## config.mk

```make
export PLATFORM = sky130hd
export DESIGN_NAME = flow_scaled_pulse_output
export DESIGN_NICKNAME = d
export VERILOG_FILES = /design/src/shared/flow_pulse_pkg.sv /design/src/verilog/level_sync.sv /design/src/verilog/flow_scaled_pulse_output.sv
export SDC_FILE = /design/constraint.sdc
export NUM_CORES = 1
export LEC_CHECK = 0
export ABC_CLOCK_PERIOD_IN_PS = 7460
export BUFFER_PORTS_ARGS = -buffer_cell sky130_fd_sc_hd__buf_2
export CAP_MARGIN = 5
export CORE_UTILIZATION = 43
export DETAILED_ROUTE_END_ITERATION = 16
export PLACE_DENSITY = 0.69
export SETUP_SLACK_MARGIN = 0.02
export SKIP_LAST_GASP = 1
export SYNTH_ARGS = -nofsm -noshare
export SYNTH_HDL_FRONTEND = slang
export SYNTH_SLANG_ARGS = --single-unit
```

## constraint.sdc

```tcl
create_clock -name clk -period 7.46 [get_ports clk]
set_input_delay 0 -clock clk [delete_from_list [all_inputs] [get_ports clk]]
set_output_delay 0 -clock clk [all_outputs]
set_load 0.02 [all_outputs]
```

## src/shared/flow_pulse_pkg.sv

```systemverilog
// Package: register map, unit codes, timing constants and carrier types for the flow pulse output
package flow_pulse_pkg;

  ////////////////////////////////////////////////////////////////////////////////
  // Register offsets
  localparam logic [15:0] OFS_FACTOR_UNIT  = 16'h0025;
  localparam logic [15:0] OFS_WIDTH_MODE   = 16'h0055;
  localparam logic [15:0] OFS_VOLUME_SCALE = 16'h0147;
  localparam logic [15:0] OFS_DURATION     = 16'h0149;

  ////////////////////////////////////////////////////////////////////////////////
  // Values after reset
  localparam logic [15:0] RESET_WIDTH_MODE   = 16'h0000;
  localparam logic [31:0] RESET_VOLUME_SCALE = 32'h0000_03e8;
  localparam logic [31:0] RESET_DURATION_US  = 32'h0000_01f4; // 0.5 ms

  ////////////////////////////////////////////////////////////////////////////////
  // Width setting limits in microseconds: 0.1 ms to 650 ms
  localparam logic [31:0] DURATION_MIN_US = 32'h0000_0064;
  localparam logic [31:0] DURATION_MAX_US = 32'h0009_eb10;

  // Mode values
  localparam logic [15:0] MODE_FIXED_WIDTH = 16'h0000;
  localparam logic [15:0] MODE_FREQUENCY   = 16'h0001;

  ////////////////////////////////////////////////////////////////////////////////
  // Unit codes for the factor unit
  localparam logic [7:0] UNIT_GALLONS      = 8'h28; // 40
  localparam logic [7:0] UNIT_LITERS       = 8'h29; // 41
  localparam logic [7:0] UNIT_IMP_GALLONS  = 8'h2a; // 42
  localparam logic [7:0] UNIT_CUBIC_METERS = 8'h2b; // 43
  localparam logic [7:0] UNIT_FEET         = 8'h2c; // 44
  localparam logic [7:0] UNIT_METERS       = 8'h2d; // 45
  localparam logic [7:0] UNIT_BARRELS_42   = 8'h2e; // 46
  localparam logic [7:0] UNIT_KILOGRAMS    = 8'h3d; // 61
  localparam logic [7:0] UNIT_SHORT_TONS   = 8'h40; // 64
  localparam logic [7:0] UNIT_CUBIC_FEET   = 8'h70; // 112
  localparam logic [7:0] UNIT_CUBIC_CM     = 8'hf6; // 246
  localparam logic [7:0] UNIT_BARRELS_31   = 8'hf7; // 247
  localparam logic [7:0] UNIT_MEGA_GALLONS = 8'hf9; // 249
  localparam logic [7:0] UNIT_SPECIAL      = 8'hfd; // 253

  ////////////////////////////////////////////////////////////////////////////////
  // Timing
  localparam int unsigned CLK_HZ          = 100_000_000;
  localparam int unsigned CYCLES_PER_US   = CLK_HZ / 1_000_000;
  localparam int unsigned FULL_SCALE_HZ   = 10_000;
  localparam int unsigned OVER_RANGE_PCT  = 110;
  localparam int unsigned CEILING_HZ      = 11_000;
  localparam int unsigned SAFE_LIMIT_HZ   = 5_000;
  // Least period rounds up to whole cycles
  localparam int unsigned STD_PERIOD_CYC  = (CLK_HZ + CEILING_HZ - 1) / CEILING_HZ;
  localparam int unsigned SAFE_PERIOD_CYC = (CLK_HZ + SAFE_LIMIT_HZ - 1) / SAFE_LIMIT_HZ;

  ////////////////////////////////////////////////////////////////////////////////
  // Register access carrier
  typedef struct packed {
    logic [15:0] addr;
    logic [31:0] wdata;
    logic        write;
    logic        read;
  } reg_req_t;

  typedef enum logic [1:0] {
    GEN_IDLE,
    GEN_HIGH,
    GEN_LOW
  } gen_state_t;

endpackage

```

## src/verilog/level_sync.sv

```systemverilog
// Two flip-flop synchroniser for a level from outside the clock domain
module level_sync (
  // Clock and reset
  input  wire logic clk,
  input  wire logic reset,
  // Level in and out
  input  wire logic async_in,
  output logic      sync_out
);

  logic stage1;

  // First stage feeds only the second
  always_ff @(posedge clk) begin
    if (reset) begin
      stage1   <= 1'b0;
      sync_out <= 1'b0;
    end else begin
      stage1   <= async_in;
      sync_out <= stage1;
    end
  end

endmodule

```

## src/verilog/flow_scaled_pulse_output.sv

```systemverilog
// Flow-proportional pulse output: accumulator, rate limiter, width modes and register file

// What this block does
// - Pulse frequency runs from zero to a 10,000 Hz full scale set by scaling.
// - Over range allowed to 110 percent, never beyond an absolute 11,000 Hz.
// - Intrinsically safe variant caps the pulse rate at 5000 Hz.
// - One pulse is emitted per configured scaling quantity of volume.
// - Any nonzero scaling quantity is accepted, covering the full documented range.
// - Factor unit reads back, read-only, the unit of the configured flow rate.
// - Unit codes: volume, mass 61-64, feet 44, meters 45, special 253.
// - Width settings 0.1 ms to 650 ms accepted; default is 0.5 ms.
// - Output frequency is held down so duty cycle never passes 50 percent.
// - Mode 0 fixed width (default), mode 1 frequency output at 50 percent duty.
// - Width setting applies only in fixed-width mode, ignored in frequency mode.
module flow_scaled_pulse_output #(
  parameter int unsigned FLOW_W          = 32,
  parameter int unsigned STD_PERIOD_CYC  = flow_pulse_pkg::STD_PERIOD_CYC,
  parameter int unsigned SAFE_PERIOD_CYC = flow_pulse_pkg::SAFE_PERIOD_CYC
) (
  // Clock and reset
  input  wire logic                     clk,
  input  wire logic                     reset,
  // Measured flow, quantity per clock in scaling units
  input  wire logic [FLOW_W-1:0]        flow_increment,
  input  wire logic [7:0]               flow_unit_code,
  // Hardware variant strap pin
  input  wire logic                     safe_variant,
  // Register access
  input  wire flow_pulse_pkg::reg_req_t reg_req,
  output logic [31:0]                   reg_rdata,
  output logic                          reg_rvalid,
  // Switch closure output
  output logic                          pulse_out
);

  // Refuse parameter values the counters cannot serve
  if (FLOW_W < 8 || FLOW_W > 32) begin : g_bad_flow_w
    $error("FLOW_W must lie in 8..32");
  end
  if (STD_PERIOD_CYC < 2 || SAFE_PERIOD_CYC < STD_PERIOD_CYC) begin : g_bad_period
    $error("bad period limits");
  end

  ////////////////////////////////////////////////////////////////////////////////
  // Registers
  logic [15:0] width_mode;
  logic [31:0] volume_scale;
  logic [31:0] duration_us;
  logic        safe_sync;

  level_sync u_strap_sync (
    .clk      (clk),
    .reset    (reset),
    .async_in (safe_variant),
    .sync_out (safe_sync)
  );

  // Address decode and write acceptance
  wire hit_unit     = reg_req.addr == flow_pulse_pkg::OFS_FACTOR_UNIT;
  wire hit_mode     = reg_req.addr == flow_pulse_pkg::OFS_WIDTH_MODE;
  wire hit_scale    = reg_req.addr == flow_pulse_pkg::OFS_VOLUME_SCALE;
  wire hit_duration = reg_req.addr == flow_pulse_pkg::OFS_DURATION;
  wire mode_ok      = reg_req.wdata[15:0] == flow_pulse_pkg::MODE_FIXED_WIDTH ||
                      reg_req.wdata[15:0] == flow_pulse_pkg::MODE_FREQUENCY;
  wire duration_ok  = reg_req.wdata >= flow_pulse_pkg::DURATION_MIN_US &&
                      reg_req.wdata <= flow_pulse_pkg::DURATION_MAX_US;
  wire scale_ok     = reg_req.wdata != 32'h0000_0000;
  wire freq_mode    = width_mode == flow_pulse_pkg::MODE_FREQUENCY;

  // Write enables; a refused value leaves the register as it was
  wire write_mode     = reg_req.write && hit_mode && mode_ok;
  wire write_scale    = reg_req.write && hit_scale && scale_ok;
  wire write_duration = reg_req.write && hit_duration && duration_ok;

  // Factor unit follows the flow unit; unknown codes show as special units
  wire [7:0] c = flow_unit_code;
  // Volume codes
  wire unit_volume = c == flow_pulse_pkg::UNIT_GALLONS || c == flow_pulse_pkg::UNIT_LITERS ||
                     c == flow_pulse_pkg::UNIT_IMP_GALLONS || c == flow_pulse_pkg::UNIT_CUBIC_METERS ||
                     c == flow_pulse_pkg::UNIT_BARRELS_42 || c == flow_pulse_pkg::UNIT_CUBIC_FEET ||
                     c == flow_pulse_pkg::UNIT_CUBIC_CM || c == flow_pulse_pkg::UNIT_BARRELS_31 ||
                     c == flow_pulse_pkg::UNIT_MEGA_GALLONS;
  // Mass codes form one unbroken run
  wire unit_mass   = c >= flow_pulse_pkg::UNIT_KILOGRAMS && c <= flow_pulse_pkg::UNIT_SHORT_TONS;
  // Length codes
  wire unit_length = c == flow_pulse_pkg::UNIT_FEET || c == flow_pulse_pkg::UNIT_METERS;
  wire unit_known  = unit_volume || unit_mass || unit_length;
  wire [7:0] unit_shown = unit_known ? c : flow_pulse_pkg::UNIT_SPECIAL;

  // Narrow registers read back in the low bits
  wire [31:0] unit_word = {24'h00_0000, unit_shown};
  wire [31:0] mode_word = {16'h0000, width_mode};

  // Read data selection
  wire [31:0] next_rdata = hit_unit     ? unit_word :
                           hit_mode     ? mode_word :
                           hit_scale    ? volume_scale :
                           hit_duration ? duration_us : 32'h0000_0000;

  // Register writes; out-of-range values are ignored, unit is read-only
  always_ff @(posedge clk) begin
    if (reset) begin
      width_mode   <= flow_pulse_pkg::RESET_WIDTH_MODE;
      volume_scale <= flow_pulse_pkg::RESET_VOLUME_SCALE;
      duration_us  <= flow_pulse_pkg::RESET_DURATION_US;
    end else begin
      if (write_mode) width_mode <= reg_req.wdata[15:0];
      if (write_scale) volume_scale <= reg_req.wdata;
      if (write_duration) duration_us <= reg_req.wdata;
    end
  end

  // Read answer one cycle after the request
  always_ff @(posedge clk) begin
    if (reset) begin
      reg_rdata  <= 32'h0000_0000;
      reg_rvalid <= 1'b0;
    end else begin
      reg_rdata  <= reg_req.read ? next_rdata : 32'h0000_0000;
      reg_rvalid <= reg_req.read;
    end
  end

  ////////////////////////////////////////////////////////////////////////////////
  // Flow accumulator and owed pulse count
  logic [39:0] acc;
  logic [15:0] owed;
  logic        take_pulse;

  wire [39:0] sum       = acc + {{(40-FLOW_W){1'b0}}, flow_increment};
  wire        crossing  = sum >= {8'h00, volume_scale};
  wire [39:0] next_acc  = crossing ? sum - {8'h00, volume_scale} : sum;
  wire        owed_full = owed == 16'hffff;

  // One pulse owed per full quantity, remainder kept
  // Owed count saturates so a long burst never wraps to zero
  always_ff @(posedge clk) begin
    if (reset) begin
      acc  <= 40'h00_0000_0000;
      owed <= 16'h0000;
    end else begin
      acc <= next_acc;
      if (crossing && !take_pulse && !owed_full) owed <= owed + 16'h0001;
      else if (!crossing && take_pulse) owed <= owed - 16'h0001;
    end
  end

  ////////////////////////////////////////////////////////////////////////////////
  // Interval between crossings, used for 50 percent duty in frequency mode
  logic [31:0] since_cross;
  logic [31:0] interval;

  // Count saturates; a long stall reads as a very slow rate
  always_ff @(posedge clk) begin
    if (reset) begin
      since_cross <= 32'h0000_0000;
      interval    <= 32'h0000_0000;
    end else if (crossing) begin
      since_cross <= 32'h0000_0001;
      interval    <= since_cross;
    end else if (since_cross != 32'hffff_ffff) begin
      since_cross <= since_cross + 32'h0000_0001;
    end
  end

  ////////////////////////////////////////////////////////////////////////////////
  // High and low times
  localparam logic [31:0] STD_PERIOD  = 32'(STD_PERIOD_CYC);
  localparam logic [31:0] SAFE_PERIOD = 32'(SAFE_PERIOD_CYC);
  localparam logic [31:0] CYC_PER_US  = 32'(flow_pulse_pkg::CYCLES_PER_US);

  // Least period from the synchronised variant strap
  wire [31:0] min_period  = safe_sync ? SAFE_PERIOD : STD_PERIOD;
  wire [31:0] min_half    = (min_period + 32'h0000_0001) >> 1;

  // Frequency mode: half the crossing interval, never under half the least period
  wire [31:0] freq_half   = (interval >> 1) > min_half ? interval >> 1 : min_half;

  // Fixed mode: width as set, low stretched so the closed time stays at or under half
  wire [31:0] width_cyc   = 32'(duration_us * CYC_PER_US);
  wire [31:0] fixed_rest  = min_period > width_cyc ? min_period - width_cyc : 32'h0000_0000;
  wire [31:0] fixed_low   = fixed_rest > width_cyc ? fixed_rest : width_cyc;

  // Times handed to the generator by mode
  wire [31:0] high_time   = freq_mode ? freq_half : width_cyc;
  wire [31:0] low_time    = freq_mode ? freq_half : fixed_low;

  ////////////////////////////////////////////////////////////////////////////////
  // Pulse generator
  flow_pulse_pkg::gen_state_t state;
  flow_pulse_pkg::gen_state_t next_state;
  logic [31:0] timer;

  // Phase ends on the last count, so a phase of n cycles loads n
  wire timer_done = timer <= 32'h0000_0001;
  // Owed pulse taken only from idle; the idle cycle adds one to each period
  assign take_pulse = state == flow_pulse_pkg::GEN_IDLE && owed != 16'h0000;

  // Next state
  always_comb begin
    next_state = state;
    case (state)
      flow_pulse_pkg::GEN_IDLE: if (take_pulse) next_state = flow_pulse_pkg::GEN_HIGH;
      flow_pulse_pkg::GEN_HIGH: if (timer_done) next_state = flow_pulse_pkg::GEN_LOW;
      flow_pulse_pkg::GEN_LOW:  if (timer_done) next_state = flow_pulse_pkg::GEN_IDLE;
      default:                  next_state = flow_pulse_pkg::GEN_IDLE;
    endcase
  end

  // State, timer and output flop
  always_ff @(posedge clk) begin
    if (reset) begin
      state     <= flow_pulse_pkg::GEN_IDLE;
      timer     <= 32'h0000_0000;
      pulse_out <= 1'b0;
    end else begin
      state     <= next_state;
      pulse_out <= next_state == flow_pulse_pkg::GEN_HIGH;
      if (take_pulse) timer <= high_time;
      else if (state == flow_pulse_pkg::GEN_HIGH && timer_done) timer <= low_time;
      else if (!timer_done) timer <= timer - 32'h0000_0001;
    end
  end

endmodule

```

==> flow_summary.json, run 1 <==
{
  "synthTopCellsByCount": "333 x nor2_1, 269 x dfxtp_1, 208 x inv_1",
  "fin_tns_setup_ps": 0,
  "register_area_um2": 5390,
  "tightest_slew_ps": 1210,
  "die_area_um2": 48100,
  "clock_skew_ps": 15.2,
  "drt_iter0_drc": 1552,
  "num_vias": 19651,
  "synth.area.top_cells": "dfxtp_1 27%, ha_1 12%, nor2_1 6.2%",
  "clkSinkCount": 269,
  "wl_per_cell_um": 17.9,
  "hold_viol_final": 1,
  "maxCapViolCount": 0,
  "async_flop_share": 0,
  "violations": "negative hold slack",
  "wirelength_um": 60500,
  "drc": 0,
  "synth_ff_type": "dfxtp_1",
  "rows": 79,
  "period_needed_ps": 7090,
  "grt_max_degree": 57,
  "gp_congestion": 0.974,
  "critPathMaxStageDelay_ps": 520,
  "dieHeight_um": 219,
  "synth.avg_cell_area_um2": 7.96,
  "worst_r2r_path_depth": 36,
  "antennaDiodeCount": 0,
  "io_buffers": 126,
  "grt_pass1_vias": 18931,
  "holdWs_ps": -8.50,
  "cp.arrival_ps": 7590,
  "cts_tree": "done",
  "fp.dieW_um": 219,
  "fin_ws_ps": 369,
  "initial_core_util": 0.436,
  "wl_met3_um": 4070,
  "wl_met1_um": 27300,
  "place_ws_ps": 11.9,
  "cts-buffers-inserted": 31,
  "drv_slew": 0,
  "first_pass_iters": 5,
  "num_io_pins": 127,
  "synth_top_area_frac": 0.265,
  "top_layer": "met4",
  "cpMostUsedCell": "a21oi_2",
  "postRouteAntennaNets": 0,
  "ir_worst_vdd_mv": 0.297,
  "core-area_um2": 46600,
  "worstPathRequired_ps": 7960,
  "hold_depth": 4,
  "setup_viol": 0,
  "outcome": "complete, but fails checks",
  "finalNetCount": 3062,
  "syn_inst": 2553,
  "multiInputGateArea_um2": 14000,
  "cp_slowest_cell": "or4b_4",
  "p_per_area_nw_per_um2": 318,
  "insertion_delay_ps": 570,
  "grt_overflow_total": 0,
  "synth.distinct_cells": 89,
  "grt_pass1_wl_um": 96700,
  "finalCritPeriodShare": 0.951,
  "wl_met2_um": 27100,
  "drive_gt1_frac": 0.123,
  "antenna_found_initial": 0,
  "path_class": "reg2reg",
  "start_kind": "flop",
  "path_max_fanout": 5,
  "vias_per_cell": 5.81,
  "synth.most_common_cell": "nor2_1",
  "syn_to_final_growth_pct": 16.7,
  "clk_pin_slew_ps": 60,
  "grtUsageTotal": 0.248,
  "clockBufferDepth": 3,
  "holdCritPathClass": "in2reg",
  "dp_hpwl_um": 45700,
  "fmax_ghz": 0.141,
  "end_kind": "flop",
  "slew_headroom": 0.188,
  "synth.cell_area_um2": 20300,
  "rsz0062_at_grt": "yes",
  "yosysTopAreaCell": "dfxtp_1",
  "yosysWarnings": 0,
  "fill_cells": 4300,
  "synth_seq_area_share": 0.265,
  "synth-edff-count": 0,
  "htreeDepth": 1,
  "ys_seq_elements": 269,
  "power.leakage_nw": 10.8,
  "clockRootBuffer": "clkbuf_16"
}
repair_timing:
action                                  CTS  global route
pin swaps                                 0            21
hold buffers                             51             0
endpoints found under the hold margin    94             0
gates resized for setup                   2            48
gates cloned                              0             0
endpoints found under the setup margin    2            37
buffers inserted                          0            12
logic make-up (layout without fill, tap and decap cells):
group | count (synthesis) | count (layout) | share of synthesized area
and+or+nand+nor | 870 | 870 | 0.205
AOI/OAI and AO/OA | 604 | 604 | 0.198
buffers and inverters | 308 | 526 | 0.0585
DFF | 269 | 269 | 0.265
adders and majority gates | 217 | 217 | 0.144
xor gates and xnor gates | 167 | 167 | 0.0724
muxes | 117 | 117 | 0.0580
other | 1 | 5 | 0.000185
state kept, by name, indices dropped and copies added, names as in the netlist:
register and count:
acc 40, reg_rvalid 1, owed 16, u_strap_sync.sync_out 1
duration_us 32, timer 32, width_mode 16, state 2
u_strap_sync.stage1 1, volume_scale 32, reg_rdata 32, pulse_out 1
interval 31, since_cross 32
report_power, final:
| group | switching [mW] | internal, mW |
|---|---|---|
| combinational | 2.38 | 1.89 |
| sequential | 0.125 | 1.62 |
| clock | 0.640 | 0.883 |
| total | 3.15 | 4.39 |
cell usage in the layout, fill, tap and decap left out, types with 20 or more instances in the layout:
| master | instances |
|---|---|
| nor4_1 | 39 |
| a22oi_1 | 28 |
| xor2_1 | 63 |
| xnor2_1 | 102 |
| dlygate4sd3_1 | 51 |
| nand3_1 | 53 |
| inv_1 | 208 |
| a31oi_1 | 30 |
| o21ai_1 | 24 |
| o21ai_0 | 79 |
| o211ai_1 | 22 |
| and2_1 | 23 |
| and3_1 | 32 |
| buf_4 | 85 |
| nand2b_1 | 25 |
| fa_1 | 26 |
| dfxtp_1 | 263 |
| o21bai_1 | 20 |
| mux2i_1 | 114 |
| buf_2 | 125 |
| nand2_1 | 178 |
| a211oi_1 | 24 |
| nand4_1 | 33 |
| ha_1 | 187 |
| o21a_1 | 22 |
| clkbuf_16 | 31 |
| nor2_1 | 332 |
| a21oi_1 | 158 |
| nor3_1 | 48 |
| a21o_1 | 52 |
worst max-delay path, delay by kind of cell, from the launching register on:
| kind | cells | cell delay, ps |
|---|---|---|
| xor gates and xnor gates | 1 | 180 |
| AOI/OAI and AO/OA | 18 | 2920 |
| and+or+nand+nor | 8 | 1850 |
| buffers and inverters | 5 | 560 |
| adders and majority gates | 4 | 1200 |
| DFF | 1 | 300 |
metrics by stage:
stage / utilization / power (mW) / hold slack, ps / std cells / cell area [µm²]
4_1_cts: 0.504 / 7.33 / 6.93 / 3370 / 23400
3_3_place_gp: 0.471 / 5.66 / 254 / 3263 / 21900
5_1_grt: 0.509 / 8.06 / 28.2 / 3382 / 23700
3_5_place_dp: 0.471 / 5.76 / 257 / 3263 / 21900
2_1_floorplan: - / 4.84 / 125 / 2557 / 20300
6_report: 0.509 / 7.54 / -8.50 / 3382 / 23700
final cells by class:
| cell class | count | share of cell area |
|---|---|---|
| multi-input combinational | 1980 | 0.590 |
| sequential | 269 | 0.227 |
| timing repair buffer | 261 | 0.0748 |
| clock buffer | 39 | 0.0361 |
| inverter | 209 | 0.0331 |
| tap | 607 | 0.0320 |
| clock inverter | 17 | 0.00702 |
final timing paths:
kind	from	to	slack [ps]
worst max-delay path	acc[0]	owed[14]	370
worst min-delay path	flow_increment[1]	acc[1]	-9
worst max register to register	acc[0]	owed[14]	370
worst min register to register	u_strap_sync.stage1	u_strap_sync.sync_out	470
per-layer routing:
| metal | GRT usage | up-vias |
|---|---|---|
| met5 | 0 | - |
| met4 | 0.0905 | 0 |
| met3 | 0.0338 | 141 |
| met2 | 0.404 | 698 |
| met1 | 0.331 | 9324 |
| li1 | - | 9488 |
No activity file was read; power rests on OpenSTA's default activity.
==> inputs of run 2 (changes only) <==
Settings changed: RECOVER_POWER set to 25.
==> flow_summary.json, run 2 (same netlist as run 1, synthesis figures left out) <==
{
  "fin_tns_setup_ps": 0,
  "num_vias": 19572,
  "initial_core_util": 0.436,
  "grt_max_degree": 57,
  "r2r_slack_ps": 370,
  "postRouteAntennaNets": 0,
  "finalNonFillerCells": 3382,
  "rr_startpoint": "acc[0]",
  "wl_met1_um": 27200,
  "start_kind": "flop",
  "clockRootBuffer": "clkbuf_16",
  "ir_worst_vdd_mv": 0.295,
  "finalNetCount": 3062,
  "path_max_fanout": 5,
  "grt_overflow_total": 0,
  "crit_start": "acc[0]",
  "fmax_ghz": 0.141,
  "cp.arrival_ps": 7590,
  "cp-endpoint": "owed[14]",
  "finalCritPeriodShare": 0.951,
  "regMostFlops": "acc",
  "clock_skew_ps": 16.8,
  "htreeDepth": 1,
  "tightest_slew_ps": 2530,
  "vias_per_cell": 5.79,
  "drt_iter0_drc": 1520,
  "violations": "negative hold slack, max-capacitance violations, max-slew violations",
  "drive_gt1_frac": 0.110,
  "critPathMaxStageDelay_ps": 520,
  "top_layer": "met4",
  "slew_headroom": -0.687,
  "power.leakage_nw": 10.6,
  "fin_util": 0.508,
  "cts-buffers-inserted": 31,
  "rows": 79,
  "fin_ws_ps": 368,
  "worstPathRequired_ps": 7960,
  "gp_congestion": 0.974,
  "end_kind": "flop",
  "maxCapViolCount": 3,
  "p_per_area_nw_per_um2": 319,
  "dieHeight_um": 219,
  "period_needed_ps": 7090,
  "final_common_cell": "nor2_1",
  "outcome": "complete, but fails checks",
  "final_cell_mix": "332 x nor2_1, 263 x dfxtp_1, 208 x inv_1, 187 x ha_1, 178 x nand2_1",
  "clk_pin_slew_ps": 60,
  "holdCritPathClass": "in2reg",
  "placedCellCount": 3263,
  "insertion_delay_ps": 580,
  "clkSinkCount": 269,
  "wl_met3_um": 4160,
  "grtUsageTotal": 0.248,
  "fp.dieW_um": 219,
  "place_ws_ps": 11.9,
  "largest_reg_flops": 40,
  "cts_tree": "done",
  "core-area_um2": 46600,
  "first_pass_iters": 6,
  "hold_viol_final": 1,
  "cp_slowest_cell": "or4b_4",
  "worst_r2r_path_depth": 36,
  "setup_viol": 0,
  "rsz0062_at_grt": "yes",
  "drv_slew": 124,
  "num_io_pins": 127,
  "clockBufferDepth": 3,
  "path_class": "reg2reg",
  "fill_cells": 4322,
  "wl_per_cell_um": 17.9,
  "cpMostUsedCell": "a21oi_2",
  "io_buffers": 126,
  "dp_hpwl_um": 45700,
  "drc": 0,
  "holdWs_ps": -20.6,
  "wirelength_um": 60500,
  "antennaDiodeCount": 0,
  "grt_pass1_wl_um": 96700,
  "antenna_found_initial": 0,
  "syn_to_final_growth_pct": 16.5,
  "grt_pass1_vias": 18931,
  "wl_met2_um": 27100,
  "die_area_um2": 48100,
  "rr_endpoint": "owed[14]"
}
[run 2: cell count changes in the layout (fill, tap and decap cells not counted)]
cell      change
buf_2        -34
clkbuf_1     +37
buf_4         -3
[run 2: metal layers]
metal  global-route usage  up-vias
li1                     -     9501
met1                0.331     9258
met2                0.404      679
met3               0.0338      134
met4               0.0905        0
met5                    0        -
[run 2: critical path, delay by kind of cell (launching register included)]
kind | cells | cell delay (ps)
AO/OA/AOI/OAI | 18 | 2920
AND/OR/NAND/NOR | 8 | 1850
adder cells (fa/ha/maj) | 4 | 1200
buffers and inverters | 5 | 560
flip-flops | 1 | 300
XOR/XNOR | 1 | 180
[run 2: cell type report]
cell class | count | area [µm²] | share of cell area
timing repair buffer | 261 | 1720 | 0.0727
sequential | 269 | 5390 | 0.228
clock buffer | 39 | 856 | 0.0362
inverter | 209 | 785 | 0.0332
clock inverter | 17 | 166 | 0.00703
multi-input combinational | 1980 | 14000 | 0.591
tap | 607 | 759 | 0.0321
[run 2: worst min path at each step]
| stage | start | slack [ps] | cells past startpoint | end |
|---|---|---|---|---|
| final | flow_increment[1] | -20 | 4 | acc[1] |
| after global routing | flow_increment[1] | 30 | 4 | acc[1] |
| after CTS | flow_increment[7] | 7 | 5 | acc[7] |
| after detailed placement | reg_req[30] | 260 | 3 | volume_scale[28] |
| after global placement | reg_req[30] | 250 | 3 | volume_scale[28] |
| after floorplan | reg_req[4] | 130 | 2 | duration_us[2] |
[run 2: metrics by stage]
| step | instance area [µm²] | power, mW |
|---|---|---|
| 2_1_floorplan | 20300 | 4.84 |
| 3_3_place_gp | 21900 | 5.66 |
| 3_5_place_dp | 21900 | 5.76 |
| 4_1_cts | 23400 | 7.33 |
| 5_1_grt | 23700 | 8.06 |
| 6_report | 23700 | 7.54 |
[run 2: power breakdown]
part	switching, mW	leakage (nW)	total [mW]	internal, mW
combinational	2.38	7.92	4.27	1.89
clock	0.643	0.503	1.53	0.883
sequential	0.124	2.19	1.74	1.62
[run 2: what timing repair did]
action,in CTS,in global routing
buffers inserted,0,12
pin swaps,0,21
gates resized for setup,2,48
endpoints found under the setup margin,2,37
hold endpoints to repair,94,0
hold buffers,51,0
